--- config.mk ---
export PLATFORM = sky130hd
export DESIGN_NAME = sltc_top
export DESIGN_NICKNAME = d
export VERILOG_FILES = /design/src/rtl/sltc_top.v
export VERILOG_INCLUDE_DIRS = /design/src /design/src/rtl
export SDC_FILE = /design/constraint.sdc
export NUM_CORES = 1
export LEC_CHECK = 0
export ABC_AREA = 1
export BUFFER_PORTS_ARGS = -buffer_cell sky130_fd_sc_hd__buf_4
export CELL_PAD_IN_SITES_DETAIL_PLACEMENT = 1
export CELL_PAD_IN_SITES_GLOBAL_PLACEMENT = 1
export CORE_MARGIN = 3
export CORE_UTILIZATION = 45
export DETAILED_ROUTE_END_ITERATION = 10
export PLACE_DENSITY_LB_ADDON = 0.15
export RECOVER_POWER = 50
export SYNTH_ARGS = -nofsm -noshare
export SYNTH_HDL_FRONTEND = slang
export SYNTH_SLANG_ARGS = --single-unit
--- constraint.sdc ---
create_clock -name clk -period 2.4 [get_ports clk]
set_input_delay 0.36 -clock clk [delete_from_list [all_inputs] [get_ports clk]]
set_output_delay 0.36 -clock clk [all_outputs]
set_load 0.03 [all_outputs]
--- src/rtl/sltc_regs.vh ---
// Purpose: constants of the serial link transmit control block
// Assumes: 8-bit register port, one octet per lane clock
// Notes: definitions only
`ifndef SLTC_REGS_VH
`define SLTC_REGS_VH
// ****************************************
// register offsets
// ****************************************
`define SLTC_OFS_ALIGN 8'h01
`define SLTC_OFS_SYNC 8'h02
`define SLTC_OFS_PATT 8'h03
`define SLTC_OFS_KCNT 8'h07
// ****************************************
// reset values
// ****************************************
`define SLTC_RST_ALIGN 8'h00
`define SLTC_RST_SYNC 8'h00
`define SLTC_RST_PATT 8'h04
`define SLTC_RST_KCNT 5'h00
// ****************************************
// field positions
// ****************************************
`define SLTC_B_KOVR 7
`define SLTC_B_TPEN 4
`define SLTC_B_LANE 2
`define SLTC_B_FRAME 1
`define SLTC_B_SUPP 0
`define SLTC_B_SWSYNC 7
`define SLTC_B_SWSEL 6
`define SLTC_B_FLIP 4
`define SLTC_B_MASK 3
`define SLTC_B_ASMID 2
`define SLTC_B_ASMHI 1
`define SLTC_B_RAMP 0
`define SLTC_MASK_ALIGN 8'h97
`define SLTC_MASK_SYNC 8'hcf
// ****************************************
// codes and counts
// ****************************************
`define SLTC_PK_14 2'b00
`define SLTC_PK_12 2'b11
`define SLTC_LP_DATA 3'b000
`define SLTC_LP_D215 3'b001
`define SLTC_LP_K285 3'b010
`define SLTC_LP_ILAS 3'b011
`define SLTC_LP_RPAT 3'b100
`define SLTC_K_R 8'h1c
`define SLTC_K_A 8'h7c
`define SLTC_K_Q 8'h9c
`define SLTC_K_K 8'hbc
`define SLTC_K_F 8'hfc
`define SLTC_D_215 8'hb5
`define SLTC_K_DEFAULT 5'd4
`define SLTC_ILAS_MF 2'd3
`define SLTC_RPAT_LAST 4'd11
`endif

--- src/rtl/sltc_top.v ---
// Purpose: transmit link layer control of a dual-channel converter lane
// Assumes: synchronous inputs, one octet per clock, two octets per frame
// Notes: fifo module and top module share this file
//
// Contract
// (RULE1) override bit 7 clear gives five frames per multiframe, set uses programmed count
// (RULE2) transport test bit 4 replaces samples with the long transport pattern
// (RULE3) lane align bit 2 inserts K28.3 at multiframe ends
// (RULE4) frame align bit 1 inserts K28.7 at frame ends
// (RULE5) suppress bit 0 skips the alignment sequence after sync release
// (RULE6) sync select bit 6 ignores the sync pins, uses the software bit
// (RULE7) software sync bit 7 under software control sends K28.5 only
// (RULE8) packing 00 gives 14-bit output, 11 gives packed 12-bit output
// (RULE9) frame assembly select bits choose the assembly, one resets to one
// (RULE10) link pattern 000 data, 001 D21.5, 010 K28.5, 100 RPAT
// (RULE11) link pattern 011 sends K28.5 then repeats alignment sequence forever
// (RULE12) disparity flip bit 4 acts only while link pattern is 100
// (RULE13) ramp bit 0 outputs a ramp only in packed 12-bit configuration
// (RULE14) programmed frames per multiframe is stored value plus one
// (RULE15) sync active sends K28.5; release starts alignment at multiframe boundary
`timescale 1ns/1ps
`include "sltc_regs.vh"

module sltc_fifo #(
  parameter W = 14,
  parameter D = 4,
  parameter AW = 2
) (
  input wire clk,
  input wire srst,
  input wire [W-1:0] in_data,
  input wire in_valid,
  output wire in_ready,
  output wire [W-1:0] out_data,
  output wire out_valid,
  input wire out_ready
);
  reg [W-1:0] mem_q [0:D-1];
  reg [AW-1:0] wr_q;
  reg [AW-1:0] rd_q;
  reg [AW:0] cnt_q;
  reg room_q;
  wire push;
  wire pop;
  assign in_ready = room_q;
  assign out_valid = (cnt_q != {(AW+1){1'b0}});
  assign out_data = mem_q[rd_q];
  assign push = in_valid & in_ready;
  assign pop = out_valid & out_ready;
  always @(posedge clk) begin
    if (push) begin
      mem_q[wr_q] <= in_data;
    end
    if (srst) begin
      wr_q <= {AW{1'b0}};
      rd_q <= {AW{1'b0}};
      cnt_q <= {(AW+1){1'b0}};
      room_q <= 1'b1;
    end else begin
      room_q <= ~(((cnt_q == D[AW:0] - 1'b1) & push & ~pop) | (~room_q & ~pop));
      if (push) begin
        wr_q <= wr_q + 1'b1;
      end
      if (pop) begin
        rd_q <= rd_q + 1'b1;
      end
      if (push & ~pop) begin
        cnt_q <= cnt_q + 1'b1;
      end else if (pop & ~push) begin
        cnt_q <= cnt_q - 1'b1;
      end
    end
  end
endmodule

module sltc_top (
  input wire clk,
  input wire srst,
  input wire [7:0] reg_addr,
  input wire [7:0] reg_wdata,
  input wire reg_we,
  input wire reg_re,
  output reg [7:0] reg_rdata_q,
  input wire sync_request_pins_n,
  input wire [13:0] sample_data,
  input wire sample_valid,
  output wire sample_ready,
  output reg [7:0] lane_octet_q,
  output reg lane_is_k_q,
  output reg lane_valid_q,
  output reg lane_disparity_flip_q,
  output reg [1:0] packed_output_select_q,
  output reg [1:0] frame_assembly_select_low_q,
  output reg frame_assembly_select_mid_q,
  output reg frame_assembly_select_high_q,
  output reg multiframe_clock_mask_clear_q,
  output reg [2:0] link_state_q
);
  // ****************************************
  // states and register storage
  // ****************************************
  localparam ST_CGS = 3'b001;
  localparam ST_ILAS = 3'b010;
  localparam ST_DATA = 3'b100;
  reg [7:0] align_q;
  reg [7:0] sync_q;
  reg [7:0] patt_q;
  reg [4:0] kcnt_q;
  reg [2:0] state_d;
  reg octet_q;
  reg [4:0] frame_q;
  reg [1:0] mf_q;
  reg [3:0] rpat_q;
  reg [11:0] ramp_q;
  reg [7:0] low_q;
  reg [7:0] oct_d;
  reg k_d;
  reg [15:0] word_w;
  reg [7:0] rdata_d;

  wire [13:0] fifo_data;
  wire fifo_valid;
  wire [2:0] lpat;
  wire [4:0] k_last;
  wire mf_end;
  wire sync_act;
  wire samp_mode;
  wire ramp_on;
  wire need_pop;
  wire stall;

  // ****************************************
  // rpat octet table
  // ****************************************
  function [7:0] rpat_octet;
    input [3:0] idx;
    begin
      case (idx)
        4'd0: rpat_octet = 8'hbe;
        4'd1: rpat_octet = 8'hd7;
        4'd2: rpat_octet = 8'ha1;
        4'd3: rpat_octet = 8'he6;
        4'd4: rpat_octet = 8'h78;
        4'd5: rpat_octet = 8'h18;
        4'd6: rpat_octet = 8'h55;
        4'd7: rpat_octet = 8'ha2;
        4'd8: rpat_octet = 8'hb5;
        4'd9: rpat_octet = 8'h33;
        4'd10: rpat_octet = 8'h4a;
        default: rpat_octet = 8'hc3;
      endcase
    end
  endfunction

  // ****************************************
  // sample buffer
  // ****************************************
  sltc_fifo #(
    .W(14),
    .D(4),
    .AW(2)
  ) u_fifo (
    .clk(clk),
    .srst(srst),
    .in_data(sample_data),
    .in_valid(sample_valid),
    .in_ready(sample_ready),
    .out_data(fifo_data),
    .out_valid(fifo_valid),
    .out_ready(need_pop)
  );

  // ****************************************
  // link decisions
  // ****************************************
  assign lpat = patt_q[7:5];
  assign k_last = align_q[`SLTC_B_KOVR] ? kcnt_q : `SLTC_K_DEFAULT; // RULE1 RULE14
  assign mf_end = octet_q & (frame_q >= k_last);
  assign sync_act = sync_q[`SLTC_B_SWSEL] ? sync_q[`SLTC_B_SWSYNC] // RULE6 RULE7
                                          : ~sync_request_pins_n;
  assign ramp_on = patt_q[`SLTC_B_RAMP] & (sync_q[3:2] == `SLTC_PK_12); // RULE13
  assign samp_mode = (link_state_q == ST_DATA) & (lpat == `SLTC_LP_DATA)
                     & ~align_q[`SLTC_B_TPEN] & ~ramp_on;
  assign need_pop = samp_mode & ~octet_q & ~sync_act;
  assign stall = need_pop & ~fifo_valid;

  // ****************************************
  // next state
  // ****************************************
  always @* begin
    state_d = link_state_q;
    if (sync_act) begin
      state_d = ST_CGS; // RULE15
    end else begin
      case (link_state_q)
        ST_CGS: begin
          if (mf_end) begin
            if (align_q[`SLTC_B_SUPP] & (lpat != `SLTC_LP_ILAS)) begin
              state_d = ST_DATA; // RULE5
            end else begin
              state_d = ST_ILAS; // RULE15
            end
          end
        end
        ST_ILAS: begin
          if (mf_end & (mf_q == `SLTC_ILAS_MF) & (lpat != `SLTC_LP_ILAS)) begin
            state_d = ST_DATA; // RULE11
          end
        end
        ST_DATA: begin
          if (lpat == `SLTC_LP_ILAS) begin
            state_d = ST_CGS; // RULE11
          end
        end
        default: state_d = ST_CGS;
      endcase
    end
  end

  // ****************************************
  // octet selection
  // ****************************************
  always @* begin
    word_w = 16'h0000;
    oct_d = 8'h00;
    k_d = 1'b0;
    if (align_q[`SLTC_B_TPEN]) begin
      word_w = {frame_q, 11'h000}; // RULE2
    end else if (ramp_on) begin
      word_w = {ramp_q, 4'h0}; // RULE13
    end else if (sync_q[3:2] == `SLTC_PK_12) begin
      word_w = {fifo_data[13:2], 4'h0}; // RULE8
    end else begin
      word_w = {fifo_data, 2'b00}; // RULE8
    end
    case (link_state_q)
      ST_CGS: begin
        oct_d = `SLTC_K_K; // RULE7 RULE15
        k_d = 1'b1;
      end
      ST_ILAS: begin
        if (~octet_q & (frame_q == 5'd0)) begin
          oct_d = `SLTC_K_R;
          k_d = 1'b1;
        end else if (mf_end) begin
          oct_d = `SLTC_K_A;
          k_d = 1'b1;
        end else if (octet_q & (frame_q == 5'd0) & (mf_q == 2'd1)) begin
          oct_d = `SLTC_K_Q;
          k_d = 1'b1;
        end else begin
          oct_d = {3'b000, frame_q};
        end
      end
      default: begin
        if (lpat == `SLTC_LP_D215) begin
          oct_d = `SLTC_D_215; // RULE10
        end else if (lpat == `SLTC_LP_K285) begin
          oct_d = `SLTC_K_K; // RULE10
          k_d = 1'b1;
        end else if (lpat == `SLTC_LP_RPAT) begin
          oct_d = rpat_octet(rpat_q); // RULE10
        end else if (octet_q & mf_end & align_q[`SLTC_B_LANE]) begin
          oct_d = `SLTC_K_A; // RULE3
          k_d = 1'b1;
        end else if (octet_q & align_q[`SLTC_B_FRAME]) begin
          oct_d = `SLTC_K_F; // RULE4
          k_d = 1'b1;
        end else if (octet_q) begin
          oct_d = low_q;
        end else begin
          oct_d = word_w[15:8];
        end
      end
    endcase
  end

  // ****************************************
  // register read decode
  // ****************************************
  always @* begin
    if (reg_addr == `SLTC_OFS_ALIGN) begin
      rdata_d = align_q;
    end else if (reg_addr == `SLTC_OFS_SYNC) begin
      rdata_d = sync_q;
    end else if (reg_addr == `SLTC_OFS_PATT) begin
      rdata_d = patt_q;
    end else if (reg_addr == `SLTC_OFS_KCNT) begin
      rdata_d = {3'b000, kcnt_q};
    end else begin
      rdata_d = 8'h00;
    end
  end

  // ****************************************
  // registers and link counters
  // ****************************************
  always @(posedge clk) begin
    if (srst) begin
      align_q <= `SLTC_RST_ALIGN;
      sync_q <= `SLTC_RST_SYNC;
      patt_q <= `SLTC_RST_PATT; // RULE9
      kcnt_q <= `SLTC_RST_KCNT;
      reg_rdata_q <= 8'h00;
      link_state_q <= ST_CGS;
      octet_q <= 1'b0;
      frame_q <= 5'd0;
      mf_q <= 2'd0;
      rpat_q <= 4'd0;
      ramp_q <= 12'h000;
      low_q <= 8'h00;
      lane_octet_q <= 8'h00;
      lane_is_k_q <= 1'b0;
      lane_valid_q <= 1'b0;
      lane_disparity_flip_q <= 1'b0;
      packed_output_select_q <= `SLTC_PK_14;
      frame_assembly_select_low_q <= 2'b00;
      frame_assembly_select_mid_q <= 1'b1;
      frame_assembly_select_high_q <= 1'b0;
      multiframe_clock_mask_clear_q <= 1'b0;
    end else begin
      if (reg_we) begin
        if (reg_addr == `SLTC_OFS_ALIGN) begin
          align_q <= reg_wdata & `SLTC_MASK_ALIGN;
        end else if (reg_addr == `SLTC_OFS_SYNC) begin
          sync_q <= reg_wdata & `SLTC_MASK_SYNC;
        end else if (reg_addr == `SLTC_OFS_PATT) begin
          patt_q <= reg_wdata;
        end else if (reg_addr == `SLTC_OFS_KCNT) begin
          kcnt_q <= reg_wdata[4:0];
        end
      end
      if (reg_re) begin
        reg_rdata_q <= rdata_d;
      end
      packed_output_select_q <= sync_q[3:2]; // RULE8
      frame_assembly_select_low_q <= sync_q[1:0]; // RULE9
      frame_assembly_select_mid_q <= patt_q[`SLTC_B_ASMID]; // RULE9
      frame_assembly_select_high_q <= patt_q[`SLTC_B_ASMHI]; // RULE9
      multiframe_clock_mask_clear_q <= patt_q[`SLTC_B_MASK];
      lane_disparity_flip_q <= patt_q[`SLTC_B_FLIP] & (lpat == `SLTC_LP_RPAT); // RULE12
      lane_valid_q <= ~stall;
      if (~stall) begin
        link_state_q <= state_d;
        lane_octet_q <= oct_d;
        lane_is_k_q <= k_d;
        octet_q <= ~octet_q;
        if (~octet_q) begin
          low_q <= word_w[7:0];
        end
        if (mf_end) begin
          frame_q <= 5'd0;
          mf_q <= (link_state_q == ST_ILAS) ? mf_q + 2'd1 : 2'd0;
        end else if (octet_q) begin
          frame_q <= frame_q + 5'd1;
        end
        if (rpat_q == `SLTC_RPAT_LAST) begin
          rpat_q <= 4'd0;
        end else begin
          rpat_q <= rpat_q + 4'd1;
        end
        if (ramp_on & octet_q) begin
          ramp_q <= ramp_q + 12'h001;
        end
      end
    end
  end
endmodule

==> reports/results.ini <==
[setup_path]
crit_buf_inv = 3
critPathKind = reg -> reg
worstRegToRegCells = 13
startpoint_type = register
critPathMaxStageDelay_ns = 0.37
cp-end-kind = register
reg2reg_slack_ns = 0.14
crit_family = simple AND/OR/NAND/NOR gates
r2r-start = link_state_q[2]$_SDFFE_PP0P_
arrival_ns = 2.57
crit_top_cell = nand2_1
crit_required_ns = 2.71
critical_path.cell_chain = inv_1 -> nor3_2 -> nand2_1 -> nor2_4 -> buf_4 -> nand4_1 -> nand2_1 -> nand2_2 -> ha_1 -> inv_1 -> nand2_1 -> nand3_1 -> nand2_1
crit_slowest_cell = dfxtp_1
path_max_fanout = 7

[min_path]
hold_path.class = in -> reg
hold_start = sample_data[2]
holdPathStages = 1
whs_endpoint = u_fifo.mem_q[1][2]$_DFFE_PP_

[synthesis]
synth_area_per_cell_um2 = 8.22
synth_largest_area_cell = dfxtp_1
synth_top_cell_area_share = 0.276
synth_cells = 890
synth-edff-count = 56
async_reset_ff_frac = 0
ys_types = 45
synth_seq_cells = 157
syn_area_mm2 = 0.00732
synth_seq_area_share = 0.506
synth_area_leaders = dfxtp_1 28%, edfxtp_1 23%, nand2_1 9.6%
synth_nets = 950
ys_warn_count = 0
yosys_most_used_dff = dfxtp_1

[drt]
drtIter0Drc = 447
drt_wl_total_mm = 21.3
drc = 0
drt_first_pass_iters = 6
postRouteAntennaNets = 0
via_count = 6489
viasPerCell = 5.44
wl_per_cell_um = 17.9

[global_routing]
antenna_found_initial = 0
grt_first_pass_wirelength_mm = 34.6
grt-ovfl-total = 0
grt_start_max_net_pins = 44
grt_pass1_vias = 6961
track_usage = 0.244

[cts]
clock_sinks = 157
clock_latency_ns = 0.42
cts_tree = built
cts_buffers = 17
cts_buffer_depth = 2
root_buffer = clkbuf_16
path_clk_slew_ns = 0.06
hold_buffers = 0
h-tree-depth = 4

[timing]
holdWs_ns = 0.194
final-setup-viol-count = 0
final-hold-violation-count = 0
max_freq_ghz = 0.443
fin_ws_ns = 0.140
post-route-period-util = 0.941
slew_headroom = 0.285
fin_crit_ns = 2.26
drv_slew = 0
skew_ns = 0.00805
worstMarginPinSlew_ns = 1.07

[floorplanning]
dieArea_mm2 = 0.0178
start_util = 0.471
ios = 66
core_area_mm2 = 0.0155
die_w_um = 134
fp.dieH_um = 134
std_cell_rows = 45

[finish]
fin_nets = 1029
final_util = 0.546
areaGrowthSynthToFinish_pct = 15.9
fillCellCount = 1930
diodes = 0
final_layout_size_suffix_gt1_frac = 0.114

[power]
internal_power_uw = 4500
p_switching_uw = 1590
combPwrFrac = 0.108
p_clk_frac = 0.409
leakage_uw = 0.00355
p_per_area_mw_per_mm2 = 718
power_frac_seq = 0.483
irDropWorstVdd_mv = 0.473
swShare = 0.261

[placed_design]
io_buffers = 65
dp_hpwl_mm = 15.3
gp_congestion = 0.895
dpl_worst_slack_ns = 0.0742

[outcome]
status = completed

[flow_run]
maxCapViolCount = 0

## sequential cells by signal (all words and copies together) (netlist names), 2 cells and up, named ones only
signal                       flops
mf_q                             2
ramp_q                          12
packed_output_select_q           2
patt_q                           8
rpat_q                           4
kcnt_q                           5
frame_q                          5
link_state_q                     3
low_q                            6
u_fifo.mem_q                    56
frame_assembly_select_low_q      2
align_q                          5
lane_octet_q                     8
u_fifo.cnt_q                     3
u_fifo.rd_q                      2
sync_q                           6
u_fifo.wr_q                      2
reg_rdata_q                      8
## final cells by class
cell class	instances	area (µm²)	share of cell area
clock buffers	24	487	0.0574
clock inverters	8	57.6	0.00678
inverters	113	429	0.0506
multi-input cells	593	3060	0.361
flip-flops and latches	157	3700	0.437
well taps	211	264	0.0311
repair buffers	87	479	0.0565
## power groups by stage
stage	clock, µW	combinational (µW)	sequential (µW)
2_1_floorplan	0	372	3040
3_3_place_gp	0	652	2990
3_5_place_dp	0	680	3000
4_1_cts	2530	692	2940
5_1_grt	2670	737	2950
6_report	2490	660	2940
## metal layers
layer | track usage | routed length (µm) | part of all wire | vias up
li1 | - | - | - | 3119
met1 | 0.283 | 8830 | 0.41 | 3152
met2 | 0.449 | 10900 | 0.51 | 174
met3 | 0.0465 | 971 | 0.046 | 44
met4 | 0.0863 | 597 | 0.028 | 0
met5 | 0 | 0 | 0 | -
## metrics by stage
stage                     instances  cell area (µm²)  TNS (ns)  power, µW
after floorplan                 890             7320         0       3410
final                          1193             8480         0       6090
after detailed placement       1158             8080         0       3680
after global placement         1158             8080         0       3640
after global routing           1193             8480  -0.00820       6360
after CTS                      1190             8630         0       6170
## timing repair
action,in CTS,in global routing
setup buffers,0,3
gates resized for setup,0,3
endpoints found under the setup margin,0,9
hold endpoints to repair,0,0
## how the worst max path moves through the flow
| stage | startpoint | endpoint | slack, ns | cells past startpoint |
|---|---|---|---|---|
| after floorplan | link_state_q[2]$_SDFFE_PP0P_ | u_fifo.cnt_q[1]$_SDFFE_PP0P_ | 0.19 | 10 |
| after global placement | link_state_q[2]$_SDFFE_PP0P_ | u_fifo.cnt_q[1]$_SDFFE_PP0P_ | 0.24 | 10 |
| after detailed placement | link_state_q[2]$_SDFFE_PP0P_ | u_fifo.cnt_q[1]$_SDFFE_PP0P_ | 0.07 | 10 |
| after CTS | link_state_q[2]$_SDFFE_PP0P_ | u_fifo.cnt_q[1]$_SDFFE_PP0P_ | 0.06 | 10 |
| after global routing | link_state_q[2]$_SDFFE_PP0P_ | register | -0.008 | 12 |
| final | link_state_q[2]$_SDFFE_PP0P_ | register | 0.14 | 13 |
## worst register-to-register path: cells and delay by family, from the launching register on
kind	cells	cell delay, ns
DFF	1	0.37
and+or+nand+nor	9	1.09
adders and majority gates	1	0.36
buffers and inverters	3	0.32
## cells by family (layout without fill, tap and decap cells)
family	after synthesis	count (layout)	share of synthesized area
and+or+nand+nor	387	387	0.235
AOI/OAI and AO/OA	178	178	0.136
DFF	157	157	0.506
buffers and inverters	140	232	0.0764
adders and majority gates	24	24	0.0421
xor gates and xnor gates	4	4	0.00479
## cell usage after synthesis, types with 2 or more instances
cell	count
a211oi_1	15
a21oi_1	67
a31oi_1	3
buf_2	5
buf_6	3
clkbuf_1	18
dfxtp_1	101
edfxtp_1	56
ha_1	23
inv_1	100
inv_2	12
nand2_1	187
nand2_2	2
nand2_4	3
nand3_1	63
nand3_4	2
nand4_1	9
nor2_1	97
nor2_2	4
nor2_4	2
nor3_1	7
nor3_2	5
nor4_1	2
o211ai_1	5
o21a_1	2
o21ai_0	56
o21ai_1	15
o22ai_1	7
xor2_1	3
## placed cells by master, fill, tap and decap left out, drive strengths merged
cell	count
clkinv	5
nor3	12
o21bai	1
a211oi	16
clkbuf	72
nand2	192
nor3b	1
nand4	10
xor2	3
o21a	2
nor4	2
fa	1
o221ai	1
o211ai	5
buf	39
nand3	65
ha	23
dfxtp	101
clkinvlp	2
edfxtp	56
inv	114
a31oi	3
o31ai	2
a21oi	68
o2111ai	1
a41oi	1
xnor2	1
o21ai	71
o22ai	7
nor2	104
or2	1
Note: power is estimated with default switching activity, not from simulation.
